## src/core/nibexe_defs.svh

```systemverilog
/*
 Constants for the nibble core increment and jump executor: opcodes,
 field positions, widths and reset values. Assumes inclusion by bare name.
*/
`ifndef NIBEXE_DEFS_SVH
`define NIBEXE_DEFS_SVH

`define NIBEXE_OP_PORT_FIRST   8'h32
`define NIBEXE_OP_PORT_SECOND  8'h33
`define NIBEXE_OP_PORT_THIRD   8'h34
`define NIBEXE_OP_INC_ACC      8'h31
`define NIBEXE_OP_INC_MEM_LOW  8'h0C
`define NIBEXE_OP_INC_MEM_HIGH 8'h0E
// upper bits of the first byte for the two-byte jumps
`define NIBEXE_PFX_ACC_BIT     3'h4
`define NIBEXE_PFX_CARRY       5'h18
`define NIBEXE_PFX_NO_CARRY    5'h19
`define NIBEXE_PFX_DIRECT      4'hE
`define NIBEXE_PC_RESET        12'h000
`define NIBEXE_ACC_RESET       4'h0
`define NIBEXE_ONE_NIB         4'h1
`define NIBEXE_PC_ONE          12'h001
`define NIBEXE_PC_TWO          12'h002
`define NIBEXE_PC_KEEP_BIT     11
`define NIBEXE_OP_RESET        8'h00
`define NIBEXE_ADDR_RESET      7'h00
`define NIBEXE_NIB_RESET       4'h0
// field positions within the first byte of a jump
`define NIBEXE_F_PFX3          7:5
`define NIBEXE_F_PFX4          7:4
`define NIBEXE_F_PFX5          7:3
`define NIBEXE_F_BIT_SEL       4:3
`define NIBEXE_F_ADDR11        2:0
`define NIBEXE_F_ADDR12        3:0

`endif

```

## src/core/nibexe_pkg.sv

```systemverilog
/*
 Types shared by the executor and its increment unit.
 Assumes nibexe_defs.svh for the numeric constants.
*/
package nibexe_pkg;
    typedef logic [3:0]  nibexe_nib_type;
    typedef logic [11:0] nibexe_pc_type;
    typedef logic [6:0]  nibexe_addr_type;

    // data memory request toward the on-chip nibble store
    typedef struct packed {
        logic            rd;
        logic            wr;
        nibexe_addr_type addr;
        nibexe_nib_type  wdata;
    } nibexe_mem_req_type;

    // the three input ports sampled together
    typedef struct packed {
        nibexe_nib_type first;
        nibexe_nib_type second;
        nibexe_nib_type third;
    } nibexe_ports_type;

    typedef enum logic [2:0] {
        NIBEXE_FETCH,
        NIBEXE_DECODE,
        NIBEXE_FETCH2,
        NIBEXE_JUMP,
        NIBEXE_MEM_RD,
        NIBEXE_MEM_WR
    } nibexe_state_type;
endpackage : nibexe_pkg

```

## src/core/nibexe_core.sv

```systemverilog
/*
 Fetch, decode and execute for port reads, increments and direct and
 conditional jumps of a 4-bit core. Assumes program memory answers in the
 same cycle the program counter is shown, and data memory likewise
 in the cycle of its read strobe. Other opcodes are stepped past as
 one-byte no-ops. Carry is only read here; nothing in this block writes it.
*/
// Notes on behaviour
// - port-read opcodes copy chosen port into accumulator
// - accumulator increment keeps carry unchanged
// - low pair memory nibble incremented, carry kept
// - high pair memory nibble incremented, carry kept
// - accumulator bit test jumps when bit set
// - jump on carry when carry is one
// - jump on no carry when carry zero
// - taken conditional jump keeps counter bit eleven
// - untaken conditional jump advances counter by two
// - direct jump loads all twelve counter bits
`timescale 1ns/1ns
`include "nibexe_defs.svh"
module nibexe_core (
    input  wire                           core_clk,
    input  wire                           rst,
    output logic [11:0]                   prog_addr,
    input  wire  [7:0]                    prog_data,
    output nibexe_pkg::nibexe_mem_req_type mem_req,
    input  wire  nibexe_pkg::nibexe_nib_type mem_rdata,
    input  wire  nibexe_pkg::nibexe_ports_type ports_in,
    input  wire  nibexe_pkg::nibexe_addr_type low_pointer_pair,
    input  wire  nibexe_pkg::nibexe_addr_type high_pointer_pair,
    input  wire                           carry_flag,
    output nibexe_pkg::nibexe_nib_type    accumulator,
    output nibexe_pkg::nibexe_pc_type     program_counter
);
    import nibexe_pkg::*;

    nibexe_state_type state_r;
    logic [7:0]       op_r;
    logic [7:0]       op2_r;
    nibexe_nib_type   acc_r;
    nibexe_pc_type    pc_r;
    nibexe_addr_type  mem_addr_r;
    nibexe_nib_type   mem_data_r;
    nibexe_nib_type   acc_plus;
    nibexe_nib_type   mem_plus;
    logic             is_two_byte;
    logic             cond_jump;
    logic             cond_taken;

    // decoded first-byte fields
    logic [2:0]       pfx3;
    logic [3:0]       pfx4;
    logic [4:0]       pfx5;
    logic [1:0]       acc_bit_sel;
    logic             is_acc_bit;
    logic             is_carry;
    logic             is_no_carry;
    logic             is_direct;
    logic             is_mem_inc;

    ////////////////////////////////////////////////////////////////////////////
    // increment units, shared width, no carry path
    // trade: two small adders rather than one shared behind a mux
    nibexe_inc u_inc_acc (
        .value      (acc_r),
        .value_plus (acc_plus)
    );
    // memory adder works on the returned nibble so write data is registered
    nibexe_inc u_inc_mem (
        .value      (mem_rdata),
        .value_plus (mem_plus)
    );

    ////////////////////////////////////////////////////////////////////////////
    // first-byte fields, split once so each class test reads by name
    always_comb begin
        pfx3        = op_r[`NIBEXE_F_PFX3];
        pfx4        = op_r[`NIBEXE_F_PFX4];
        pfx5        = op_r[`NIBEXE_F_PFX5];
        acc_bit_sel = op_r[`NIBEXE_F_BIT_SEL];
        is_acc_bit  = (pfx3 == `NIBEXE_PFX_ACC_BIT);
        is_carry    = (pfx5 == `NIBEXE_PFX_CARRY);
        is_no_carry = (pfx5 == `NIBEXE_PFX_NO_CARRY);
        is_direct   = (pfx4 == `NIBEXE_PFX_DIRECT);
        is_mem_inc  = (op_r == `NIBEXE_OP_INC_MEM_LOW) || (op_r == `NIBEXE_OP_INC_MEM_HIGH);
    end

    ////////////////////////////////////////////////////////////////////////////
    // opcode classes; the carry input is only read, never written
    always_comb begin
        is_two_byte = is_acc_bit || is_carry || is_no_carry || is_direct;
        cond_jump   = is_acc_bit || is_carry || is_no_carry;
        cond_taken  = 1'b0;
        if (is_acc_bit) begin
            cond_taken = acc_r[acc_bit_sel];
        end else if (is_carry) begin
            cond_taken = carry_flag;
        end else if (is_no_carry) begin
            cond_taken = !carry_flag;
        end
    end

    ////////////////////////////////////////////////////////////////////////////
    // sequencer
    // every path returns to FETCH, so no opcode can stall the core
    always_ff @(posedge core_clk or posedge rst) begin
        if (rst) begin
            state_r <= NIBEXE_FETCH;
        end else begin
            unique case (state_r)
                NIBEXE_FETCH: begin
                    state_r <= NIBEXE_DECODE;
                end
                NIBEXE_DECODE: begin
                    if (is_two_byte) begin
                        state_r <= NIBEXE_FETCH2;
                    end else if (is_mem_inc) begin
                        state_r <= NIBEXE_MEM_RD;
                    end else begin
                        state_r <= NIBEXE_FETCH;
                    end
                end
                NIBEXE_FETCH2: state_r <= NIBEXE_JUMP;
                NIBEXE_JUMP:   state_r <= NIBEXE_FETCH;
                NIBEXE_MEM_RD: state_r <= NIBEXE_MEM_WR;
                NIBEXE_MEM_WR: state_r <= NIBEXE_FETCH;
            endcase
        end
    end

    ////////////////////////////////////////////////////////////////////////////
    // instruction bytes, captured at the edge that ends the cycle their address is shown
    always_ff @(posedge core_clk or posedge rst) begin
        if (rst) begin
            op_r  <= `NIBEXE_OP_RESET;
            op2_r <= `NIBEXE_OP_RESET;
        end else if (state_r == NIBEXE_FETCH) begin
            op_r <= prog_data;
        end else if (state_r == NIBEXE_FETCH2) begin
            op2_r <= prog_data;
        end
    end

    ////////////////////////////////////////////////////////////////////////////
    // program counter
    always_ff @(posedge core_clk or posedge rst) begin
        if (rst) begin
            pc_r <= `NIBEXE_PC_RESET;
        end else if (state_r == NIBEXE_DECODE && !is_two_byte) begin
            pc_r <= pc_r + `NIBEXE_PC_ONE;
        end else if (state_r == NIBEXE_JUMP) begin
            // untaken skip counts from the first byte, covering both bytes
            if (!cond_jump) begin
                pc_r <= {op_r[`NIBEXE_F_ADDR12], op2_r};
            end else if (cond_taken) begin
                // taken conditional jumps stay within the current 2K half
                pc_r <= {pc_r[`NIBEXE_PC_KEEP_BIT], op_r[`NIBEXE_F_ADDR11], op2_r};
            end else begin
                pc_r <= pc_r + `NIBEXE_PC_TWO;
            end
        end
    end

    ////////////////////////////////////////////////////////////////////////////
    // accumulator; carry is an input here, so it is never written
    // unknown opcodes take the default and leave the accumulator alone
    always_ff @(posedge core_clk or posedge rst) begin
        if (rst) begin
            acc_r <= `NIBEXE_ACC_RESET;
        end else if (state_r == NIBEXE_DECODE) begin
            unique case (op_r)
                `NIBEXE_OP_PORT_FIRST:  acc_r <= ports_in.first;
                `NIBEXE_OP_PORT_SECOND: acc_r <= ports_in.second;
                `NIBEXE_OP_PORT_THIRD:  acc_r <= ports_in.third;
                `NIBEXE_OP_INC_ACC:     acc_r <= acc_plus;
                default:                acc_r <= acc_r;
            endcase
        end
    end

    ////////////////////////////////////////////////////////////////////////////
    // memory increment: latch pointer at decode, read, then write back
    // pointer captured early so a later pointer change cannot split the pair
    always_ff @(posedge core_clk or posedge rst) begin
        if (rst) begin
            mem_addr_r <= `NIBEXE_ADDR_RESET;
        end else if (state_r == NIBEXE_DECODE) begin
            if (op_r == `NIBEXE_OP_INC_MEM_HIGH) begin
                mem_addr_r <= high_pointer_pair;
            end else begin
                mem_addr_r <= low_pointer_pair;
            end
        end
    end

    // incremented nibble registered at the end of the read cycle
    always_ff @(posedge core_clk or posedge rst) begin
        if (rst) begin
            mem_data_r <= `NIBEXE_NIB_RESET;
        end else if (state_r == NIBEXE_MEM_RD) begin
            mem_data_r <= mem_plus;
        end
    end

    // read strobe in MEM_RD, data back by MEM_WR's edge, write in MEM_WR
    always_comb begin
        mem_req.rd    = (state_r == NIBEXE_MEM_RD);
        mem_req.wr    = (state_r == NIBEXE_MEM_WR);
        mem_req.addr  = mem_addr_r;
        mem_req.wdata = mem_data_r;
    end

    ////////////////////////////////////////////////////////////////////////////
    // program memory address: second byte sits one past the first
    // limitation: the program store must answer before the next edge
    always_comb begin
        prog_addr = (state_r == NIBEXE_FETCH2) ? pc_r + `NIBEXE_PC_ONE : pc_r;
    end

    assign accumulator     = acc_r;
    assign program_counter = pc_r;
endmodule : nibexe_core

```

## src/core/nibexe_inc.sv

```systemverilog
/*
 Nibble incrementer used for the accumulator and memory increments.
 Assumes a purely combinational use; no carry output exists on purpose.
*/
`timescale 1ns/1ns
`include "nibexe_defs.svh"
module nibexe_inc (
    input  wire nibexe_pkg::nibexe_nib_type value,
    output wire nibexe_pkg::nibexe_nib_type value_plus
);
    import nibexe_pkg::*;
    // overflow is dropped so all-ones wraps to zero
    assign value_plus = value + `NIBEXE_ONE_NIB;
endmodule : nibexe_inc

```

## config.mk

```make
export PLATFORM = sky130hd
export DESIGN_NAME = nibexe_core
export DESIGN_NICKNAME = d
export VERILOG_FILES = /design/src/core/nibexe_pkg.sv /design/src/core/nibexe_core.sv /design/src/core/nibexe_inc.sv
export VERILOG_INCLUDE_DIRS = /design/src /design/src/core
export SDC_FILE = /design/constraint.sdc
export NUM_CORES = 1
export LEC_CHECK = 0
export ABC_AREA = 1
export BUFFER_PORTS_ARGS = -buffer_cell sky130_fd_sc_hd__buf_4
export CORE_MARGIN = 3
export CORE_UTILIZATION = 56
export DETAILED_ROUTE_END_ITERATION = 8
export GPL_TIMING_DRIVEN = 0
export MAX_ROUTING_LAYER = met4
export PLACE_DENSITY = 0.85
export SETUP_SLACK_MARGIN = 0.1
export SLEW_MARGIN = 0
export SYNTH_ARGS = -nofsm -noshare
export SYNTH_HDL_FRONTEND = slang
export SYNTH_HIERARCHICAL = 1
export SYNTH_SLANG_ARGS = --single-unit
```

## constraint.sdc

```tcl
create_clock -name core_clk -period 4.15 [get_ports core_clk]
set_input_delay 1.0375 -clock core_clk [delete_from_list [all_inputs] [get_ports core_clk]]
set_output_delay 1.0375 -clock core_clk [all_outputs]
set_load 0.02 [all_outputs]
```

==> impl_metrics.py, run 1 <==
metrics = {
    "run": {
        "maxCapViolations": 0,
    },
    "setup_path": {
        "cp_max_fo": 10,
        "worstPathArrival_ns": 2.31,
        "timing.rr.end": "accumulator[0]",
        "reg2reg_depth": 8,
        "cp-start-kind": "flip-flop",
        "crit_type": "flip-flop to output pin",
        "rrSetupSlack_ns": 2.25,
        "end_kind": "output pin",
        "cp_data_required_time_ns": 3.11,
        "reg2reg_from": "op_r[3]",
    },
    "global_routing": {
        "grt-ovfl-total": 0,
        "grt_pass1_wl_mm": 13.06,
        "grtUsageTotal_pct": 27.36,
        "grt_max_degree": 42,
        "antenna_found_initial": 0,
        "first_global_vias": 2825,
    },
    "synthesis": {
        "syn_avg_cell_area_sq_um": 6.863,
        "synth_edf_count": 0,
        "ys.flop_type": "dfrtp_1",
        "synth_area_leaders": "dfrtp_1 (39%), nand2_1 (18%), inv_1 (6.9%)",
        "yosys_warnings": 6,
        "syn_inst": 429,
        "synth.net_count": 474,
        "ys_seq_area_share_pct": 39.10,
        "netlist_area_sq_um": 2944,
        "yosysTopAreaCell": "dfrtp_1",
        "yosysTopAreaCellShare_pct": 39.10,
        "synth-async-reset-ratio_pct": 100.0,
        "ys_ff_latch": 46,
        "ys_types": 29,
    },
    "placed_design": {
        "hpwlAfterDp_mm": 6.057,
        "pre_cts_slack_ns": 1.179,
        "port_buffers": 81,
        "gp_congestion": 0.9193,
    },
    "route": {
        "wl_per_cell_um": 13.49,
        "drtAntennaViolNets": 0,
        "wl_mm": 7.905,
        "drt_first_pass_iters": 5,
        "drc": 0,
        "vias": 3131,
        "dr.first_iter.drc_count": 235,
        "routed_via_density": 5.343,
    },
    "clocking": {
        "clk_latency_ns": 0.30,
        "cts_setup_buffers": 0,
        "clock-sinks": 46,
        "hold_buffers": 0,
        "cts_resized": 0,
        "clk_pin_slew_ns": 0.08,
        "ctsLongestPathBuffers": 2,
        "root_buffer": "clkbuf_8",
        "htree_levels": 2,
        "tritoncts": "yes",
        "cts_buffers": 5,
    },
    "sta": {
        "finalHoldViolCount": 0,
        "slew_headroom_pct": 48.04,
        "grt_setup_unrepaired": "false",
        "fmax_mhz": 298.9,
        "skew_ns": 0.01103,
        "setup_tns_ns": 0,
        "slew_viol_final": 0,
        "setup_violations": 0,
        "final.min_clock_period_ns": 3.346,
        "setup_ws_ns": 0.8044,
        "worst_slew_pin_slew_ns": 0.7752,
        "finalCritPeriodShare_pct": 80.62,
    },
    "die": {
        "rows": 25,
        "ios": 82,
        "start_util_pct": 59.95,
        "die_width_um": 78.51,
        "coreArea_sq_um": 4911,
        "die_area_sq_um": 6163,
        "fp.dieH_um": 78.51,
    },
    "pwr": {
        "power_per_cell_area_nw_per_um2": 760.0,
        "ir_drop_mv": 0.4586,
        "finalPower_w": 0.002862,
        "leakagePower_nw": 1.995,
    },
    "hold_path": {
        "hold_class": "flip-flop to flip-flop",
        "min_from": "mem_addr_r[4]",
        "hold_depth": 2,
        "hold_end": "mem_addr_r[4]",
    },
    "layout": {
        "fin_nets": 563,
        "diodes": 0,
        "layout-drive-gt1-share_pct": 20.23,
        "area_delta_synth_final_pct": 27.92,
    },
    "status": {
        "outcome": "completed",
    },
}
-- area by class of cell --
| type | instances | area [sq um] |
|---|---|---|
| well taps | 67 | 83.83 |
| flip-flops and latches | 46 | 1151 |
| multi-input cells | 315 | 1528 |
| plain buffers | 6 | 25.02 |
| fillers | 390 | 1145 |
| clock buffers | 8 | 110.1 |
| repair buffers | 82 | 628.1 |
| inverters | 62 | 240.2 |
-- cell families (layout without fill, tap and decap cells) --
group,Yosys count,count (layout),share of synthesized area [%]
AOI/OAI and AO/OA,56,56,9.690
adders and majority gates,4,4,1.700
buffers and inverters,68,158,9.010
xor gates and xnor gates,18,18,5.355
and+or+nand+nor,237,237,35.15
DFF,46,46,39.10
-- stage by stage --
step                      cells  area (sq um)  utilization (%)  hold WS [ns]
after global placement      577          3636            74.04        0.4637
after global routing        586          3766            76.69        0.5121
after floorplan             429          2944                -        0.4534
final                       586          3766            76.69        0.4887
after detailed placement    578          3656            74.45        0.4720
after CTS                   586          3766            76.69        0.4952
-- layer usage --
metal	wire, um	vias to the layer above	global-route usage (%)	part of all wire (%)
met3	515	16	4.587	6.5
met1	3266	1449	33.48	41
li1	-	1538	-	-
met2	3964	128	46.52	50
met5	0	-	-	0
met4	159	0	8.217	2.0
-- critical path: stages (launching register included) --
cell and delay [ns]:
dfrtp_1 0.45, inv_1 0.10, nor3_2 0.60, clkbuf_1 0.45, nand2_1 0.09, o21ai_0 0.13
buf_4 0.19
-- cell usage in the layout, fill, tap and decap left out, drive strengths merged --
master	instances
nand2	147
buf	85
inv	59
dfrtp	46
o21ai	46
nand3	41
nor2	33
xor2	16
clkbuf	11
a21oi	8
nand4	8
nor3	7
ha	4
clkinv	3
xnor2	2
nand3b	1
o21bai	1
o211ai	1
-- registers in the layout, summed over array words and instances, names as in the netlist --
name / flops
program_counter: 12
op2_r: 8
op_r: 8
mem_addr_r: 7
accumulator: 4
mem_data_r: 4
state_r: 3
-- power breakdown --
group | switching (W) | total, W | internal [W]
registers | 0.000207 | 0.000863 | 0.000657
clock network | 0.000153 | 0.000321 | 0.000168
logic | 0.00104 | 0.00168 | 0.000637
-- how the worst max path moves through the flow --
stage	startpoint	end	slack, ns	cells past startpoint
6_report	state_r[1]	prog_addr[1]	0.80	6
5_1_grt	state_r[1]	prog_addr[7]	0.66	7
4_1_cts	state_r[1]	prog_addr[1]	0.84	6
3_5_place_dp	state_r[1]	prog_addr[1]	1.18	6
3_3_place_gp	state_r[1]	prog_addr[1]	1.20	6
2_1_floorplan	program_counter[0]	prog_addr[10]	1.46	8
-- cell usage after synthesis, drive strengths merged, types with 2 or more instances --
library cell  number
clkinv             3
nor2              33
nor3               7
nand4              8
xor2              16
a21oi              8
ha                 4
buf                3
o21ai             46
nand3             41
dfrtp             46
xnor2              2
clkbuf             3
inv               59
nand2            147
(Power assumes the default switching activity.)
==> inputs of run 2 (changes only) <==
--- a/config.mk
+++ b/config.mk
@@ -9,11 +9,11 @@
 export ABC_AREA = 1
 export BUFFER_PORTS_ARGS = -buffer_cell sky130_fd_sc_hd__buf_4
 export CORE_MARGIN = 3
-export CORE_UTILIZATION = 56
+export CORE_UTILIZATION = 48
 export DETAILED_ROUTE_END_ITERATION = 8
 export GPL_TIMING_DRIVEN = 0
 export MAX_ROUTING_LAYER = met4
-export PLACE_DENSITY = 0.85
+export PLACE_DENSITY = 0.77
 export SETUP_SLACK_MARGIN = 0.1
 export SLEW_MARGIN = 0
 export SYNTH_ARGS = -nofsm -noshare
==> constraint.sdc (replaced) <==
create_clock -name core_clk -period 2.95 [get_ports core_clk]
set_input_delay 0.7375 -clock core_clk [delete_from_list [all_inputs] [get_ports core_clk]]
set_output_delay 0.7375 -clock core_clk [all_outputs]
set_load 0.02 [all_outputs]
==> run 2 against run 1 <==
  * Power rose by 38%
  * Die area up 15%
  * Clock skew increased by 0.0019 ns
  * Critical endpoint is now prog_addr[10]
  * Sequential cell count is the same
  * Largest power group unchanged
  * Critical path depth increased by 3
==> impl_metrics.py, run 2 (synthesis gave the netlist of run 1 again) <==
metrics = {
    "setup_path": {
        "worstPathArrival_ns": 1.95,
        "reg2reg_from": "op_r[3]",
        "path_cells": "ha_1 -> inv_1 -> nor2_2 -> nand2_1 -> nor2_1 -> xor2_1 -> nand2_1 -> o21ai_0 -> buf_4",
        "cpPeakStageDelay_ns": 0.45,
        "crit_top_cell": "nand2_1",
        "cp-startpoint": "program_counter[0]",
        "cp_data_required_time_ns": 2.21,
        "crit_path_top_delay_cell": "dfrtp_2",
        "crit_type": "flip-flop to output pin",
        "cp_max_fo": 6,
        "end_kind": "output pin",
        "timing.rr.end": "accumulator[3]",
        "cp-start-kind": "flip-flop",
        "reg2reg_depth": 8,
        "rrSetupSlack_ns": 1.08,
    },
    "layout": {
        "layout_common_cells": "nand2_1 (145), buf_4 (84), inv_1 (53)",
        "final_cells": 593,
        "largest_reg_flops": 12,
        "diodes": 0,
        "final_common_cell": "nand2_1",
        "fin_nets": 566,
        "layout-drive-gt1-share_pct": 21.50,
        "area_delta_synth_final_pct": 28.35,
        "num-fill-cells": 533,
    },
    "global_routing": {
        "grt_max_degree": 28,
        "grt_pass1_wl_mm": 13.47,
        "antenna_found_initial": 0,
        "grtUsageTotal_pct": 23.48,
        "first_global_vias": 2967,
        "grt-ovfl-total": 0,
        "gr-usage-met3_pct": 4.514,
        "grtUsageMet1_pct": 29.50,
        "met2_usage_pct": 39.24,
        "grt.busiest_layer": "met2",
    },
    "die": {
        "start_util_pct": 51.57,
        "die_width_um": 84.32,
        "die_area_sq_um": 7109,
        "rows": 27,
        "ios": 82,
        "fp.dieH_um": 84.32,
        "coreArea_sq_um": 5709,
    },
    "pwr": {
        "pwr-share-comb_pct": 59.8,
        "power.internal_w": 0.001993,
        "power_per_cell_area_nw_per_um2": 1045,
        "leakagePower_nw": 1.998,
        "power_frac_clock_pct": 9.5,
        "ir_drop_mv": 0.4882,
        "power.switching_w": 0.001957,
        "swShare_pct": 49.55,
        "power_frac_seq_pct": 30.7,
    },
    "sta": {
        "worst_slew_pin_slew_ns": 0.5922,
        "slew_viol_final": 0,
        "final.min_clock_period_ns": 2.690,
        "slew_headroom_pct": 60.22,
        "finalCritPeriodShare_pct": 91.19,
        "finalHoldViolCount": 0,
        "setup_violations": 0,
        "grt_setup_unrepaired": "false",
        "fmax_mhz": 371.7,
        "setup_tns_ns": 0,
        "skew_ns": 0.01288,
    },
    "route": {
        "wl_per_cell_um": 12.92,
        "drtAntennaViolNets": 0,
        "drt_first_pass_iters": 4,
        "wl_mm": 7.660,
        "vias": 3014,
        "drc": 0,
        "dr.first_iter.drc_count": 110,
        "routed_via_density": 5.083,
    },
    "clocking": {
        "tritoncts": "yes",
        "clock-sinks": 46,
        "clk_pin_slew_ns": 0.09,
        "ctsLongestPathBuffers": 2,
        "htree_levels": 2,
        "clk_latency_ns": 0.30,
        "cts_buffers": 5,
        "root_buffer": "clkbuf_8",
        "hold_buffers": 0,
    },
    "hold_path": {
        "hold_class": "input port to asynchronous set/reset pin",
    },
    "placed_design": {
        "dp_cells": 583,
        "gp_congestion": 0.8494,
        "hpwlAfterDp_mm": 5.962,
        "port_buffers": 81,
    },
    "run": {
        "maxCapViolations": 0,
    },
    "status": {
        "outcome": "completed",
    },
}
-- run 2: worst max-delay path by stage --
stage | to | slack (ns) | cells after the start
global placement | prog_addr[1] | 0.28 | 6
CTS | prog_addr[1] | 0.09 | 6
detailed placement | prog_addr[1] | 0.23 | 6
floorplan | prog_addr[10] | 0.56 | 8
finish | prog_addr[10] | 0.26 | 9
global route | prog_addr[10] | 0.10 | 9
-- run 2: worst max-delay path, delay by kind of cell, from the launching register on --
family	cells	cell delay, ns
AOI/OAI and AO/OA	1	0.07
xor gates and xnor gates	1	0.21
DFF	1	0.45
buffers and inverters	2	0.22
adders and majority gates	1	0.21
and+or+nand+nor	4	0.48
-- run 2: metrics by stage --
step           hold WS [ns]  utilization [%]  area, sq um  total power (W)  setup WS, ns
6_report             0.4325            66.18         3779         0.003950        0.2598
5_1_grt              0.4730            66.18         3779         0.004316        0.1008
4_1_cts              0.4430            65.66         3749         0.003946       0.09096
3_5_place_dp         0.4754            64.15         3662         0.003549        0.2344
3_3_place_gp         0.4639            63.80         3642         0.003497        0.2776
2_1_floorplan        0.4534                -         2944         0.002732        0.5582
-- run 2: power by group through the flow --
stage | clock (W) | combinational (W) | sequential, W
finish | 0.000374 | 0.00236 | 0.00121
global route | 0.000407 | 0.00265 | 0.00126
CTS | 0.000382 | 0.00235 | 0.00121
detailed placement | 0 | 0.00233 | 0.00122
global placement | 0 | 0.00229 | 0.00121
floorplan | 0 | 0.00135 | 0.00138
-- run 2: layout make-up --
class	instances	area [sq um]	share of cell area, %
multi-input cells	315	1539	40.73
inverters	62	240.2	6.358
clock buffers	5	68.82	1.821
well taps	72	90.09	2.384
plain buffers	6	26.28	0.6954
repair buffers	85	650.6	17.22
flip-flops and latches	46	1154	30.53
clock inverters	2	10.01	0.2649
-- run 2: metal layers --
metal	wire length (um)	vias up	share of wire (%)
met5	0	-	0
met4	98	0	1.3
met3	514	11	6.7
met2	3671	97	48
met1	3375	1363	44
li1	-	1543	-
-- run 2: what timing repair did --
item                                    CTS  global route
pin swaps                                 0             1
setup buffers                             0             3
endpoints found under the setup margin   11            11
endpoints found under the hold margin     0             0
gates resized for setup                   2             5
cloned                                    0             0
==> inputs of run 3 (changes only) <==
==> constraint.sdc (replaced) <==
create_clock -name core_clk -period 2.3 [get_ports core_clk]
set_input_delay 0.575 -clock core_clk [delete_from_list [all_inputs] [get_ports core_clk]]
set_output_delay 0.575 -clock core_clk [all_outputs]
set_load 0.02 [all_outputs]
==> run 3 against run 2 <==
  * The flow now finishes with violations (setup timing)
  * Hold slack got worse by 0.16 ns
  * Highest routed layer unchanged
  * Die area did not move
  * Combinational power rose by 46%
  * Sequential cell count did not move
  * Final cell count rose by 3.2%
  * Non-clock buffer count rose by 19
  * Clock skew fell by 0.0054 ns
  * Largest power group unchanged
  * Worst setup slack got worse by 0.31 ns
  * Critical path depth fell by 1
  * Critical path type unchanged
  * Clock power rose by 25%
  * Count of clock-buffer cells in the layout did not move
==> impl_metrics.py, run 3 (synthesis gave the netlist of run 1 again) <==
metrics = {
    "sta": {
        "finalHoldViolCount": 0,
        "worst_slew_pin_slew_ns": 0.5803,
        "finalCritPeriodShare_pct": 102.2,
        "slew_headroom_pct": 61.01,
        "setup_violations": 3,
        "setup_tns_ns": -0.1051,
        "grt_setup_unrepaired": "true",
        "final.min_clock_period_ns": 2.351,
        "fmax_mhz": 425.4,
        "slew_viol_final": 0,
        "skew_ns": 0.007466,
        "setup_ws_ns": -0.05061,
    },
    "placed_design": {
        "pre_cts_slack_ns": -0.2304,
        "hpwlAfterDp_mm": 6.042,
        "port_buffers": 81,
        "gp_congestion": 0.8394,
    },
    "setup_path": {
        "reg2reg_from": "program_counter[1]",
        "cp-start-kind": "flip-flop",
        "cp_max_fo": 7,
        "cp-startpoint": "program_counter[3]",
        "path_cells": "nand2_1 -> nor2_4 -> nand2_4 -> nor2_4 -> xor2_1 -> nand2_1 -> o21ai_1 -> buf_4",
        "worstPathArrival_ns": 1.78,
        "crit_type": "flip-flop to output pin",
        "cp_data_required_time_ns": 1.73,
        "cpPeakStageDelay_ns": 0.47,
        "crit_path_top_delay_cell": "dfrtp_2",
        "end_kind": "output pin",
    },
    "layout": {
        "area_delta_synth_final_pct": 38.93,
        "num-fill-cells": 486,
        "largest_reg_flops": 12,
        "layout_common_cells": "nand2_1 (139), buf_4 (98), inv_1 (48)",
        "multi_input_area_sq_um": 1663,
        "diodes": 0,
        "fin_nets": 585,
        "regArea_sq_um": 1162,
        "final_common_cell": "nand2_1",
        "layout-drive-gt1-share_pct": 30.56,
    },
    "route": {
        "drtAntennaViolNets": 0,
        "drc": 0,
        "vias": 3187,
        "wl_per_cell_um": 13.56,
        "dr.first_iter.drc_count": 210,
        "drt_first_pass_iters": 5,
        "wl_mm": 8.296,
        "routed_via_density": 5.208,
    },
    "global_routing": {
        "grtUsageTotal_pct": 23.80,
        "grt_max_degree": 29,
        "antenna_found_initial": 0,
        "grt-ovfl-total": 0,
        "first_global_vias": 3047,
        "grt_pass1_wl_mm": 13.59,
    },
    "die": {
        "die_width_um": 84.32,
        "rows": 27,
        "coreArea_sq_um": 5709,
        "fp.dieH_um": 84.32,
        "die_area_sq_um": 7109,
        "start_util_pct": 51.57,
        "ios": 82,
    },
    "run": {
        "maxCapViolations": 0,
    },
    "clocking": {
        "cts_buffers": 5,
        "clk_pin_slew_ns": 0.08,
        "htree_levels": 2,
        "ctsLongestPathBuffers": 2,
        "hold_buffers": 0,
        "clk_latency_ns": 0.30,
        "root_buffer": "clkbuf_8",
        "clock-sinks": 46,
        "tritoncts": "yes",
    },
    "pwr": {
        "ir_drop_mv": 0.7938,
        "power_per_cell_area_nw_per_um2": 1337,
        "leakagePower_nw": 2.145,
    },
    "hold_path": {
        "hold_class": "input port to asynchronous set/reset pin",
    },
    "status": {
        "violations": "setup timing",
        "outcome": "complete, but fails checks",
    },
}
-- run 3: changes by cell type in the layout (fill, tap and decap cells not counted), moves of 5 or more --
cell     before  now
buf_4        84   98
buf_6         0    6
dfrtp_1      44   37
dfrtp_2       2    9
inv_1        53   48
inv_2         4    9
nand2_1     145  139
xor2_1       16   10
xor2_2        0    6
-- run 3: worst max-delay path, delay by kind of cell, from the launching register on --
kind / cells / cell delay, ns
flops: 1 / 0.47
xor+xnor: 1 / 0.18
simple gates: 5 / 0.56
buf+inv: 1 / 0.16
compound gates: 1 / 0.09
-- run 3: path summary, 6_finish.rpt --
path / depth (start not counted) / slack (ns) / to
min: 2 / 0.27 / mem_addr_r[2]
min in group core_clk: 2 / 0.50 / mem_data_r[3]
max in group asynchronous: 3 / 1.52 / program_counter[0]
max reg2reg: 17 / 0.22 / program_counter[11]
max: 8 / -0.05 / prog_addr[10]
min reg2reg: 2 / 0.50 / mem_data_r[3]
-- run 3: per-stage QoR --
stage | hold slack, ns | area, sq um | util [%] | total power [W] | cells
after floorplan | 0.4534 | 2945 | - | 0.003507 | 429
after global placement | 0.4675 | 3643 | 63.82 | 0.004485 | 582
after detailed placement | 0.4738 | 3664 | 64.17 | 0.004563 | 583
after CTS | 0.2729 | 3939 | 68.99 | 0.005278 | 608
after global routing | 0.2885 | 4090 | 71.64 | 0.005918 | 612
final | 0.2682 | 4090 | 71.64 | 0.005470 | 612
-- run 3: final cells by class --
| cell class | instances | share of cell area (%) |
|---|---|---|
| Clock buffer | 5 | 1.682 |
| Clock inverter | 2 | 0.2447 |
| Sequential cell | 46 | 28.42 |
| Timing Repair Buffer | 104 | 19.94 |
| Inverter | 62 | 5.873 |
| Tap cell | 72 | 2.203 |
| Multi-Input combinational cell | 315 | 40.65 |
| Buffer | 6 | 0.9789 |
-- run 3: layer usage --
metal	share of wire [%]	vias to the layer above	track usage, %
li1	-	1575	-
met1	40	1471	29.00
met2	51	126	40.24
met3	6.9	15	4.318
met4	2.0	0	7.018
met5	0	-	-
-- run 3: report_power, final --
group | leakage, nW | internal, W | switching [W] | total (W)
Clock | 0.0438 | 0.000204 | 0.000265 | 0.000469
Combinational | 1.58 | 0.00141 | 0.00204 | 0.00344
Sequential | 0.524 | 0.00120 | 0.000359 | 0.00156
-- run 3: timing repair --
item,CTS,global route
setup endpoints to repair,12,14
gates resized for setup,25,34
pin swaps,9,10
setup buffers,18,5
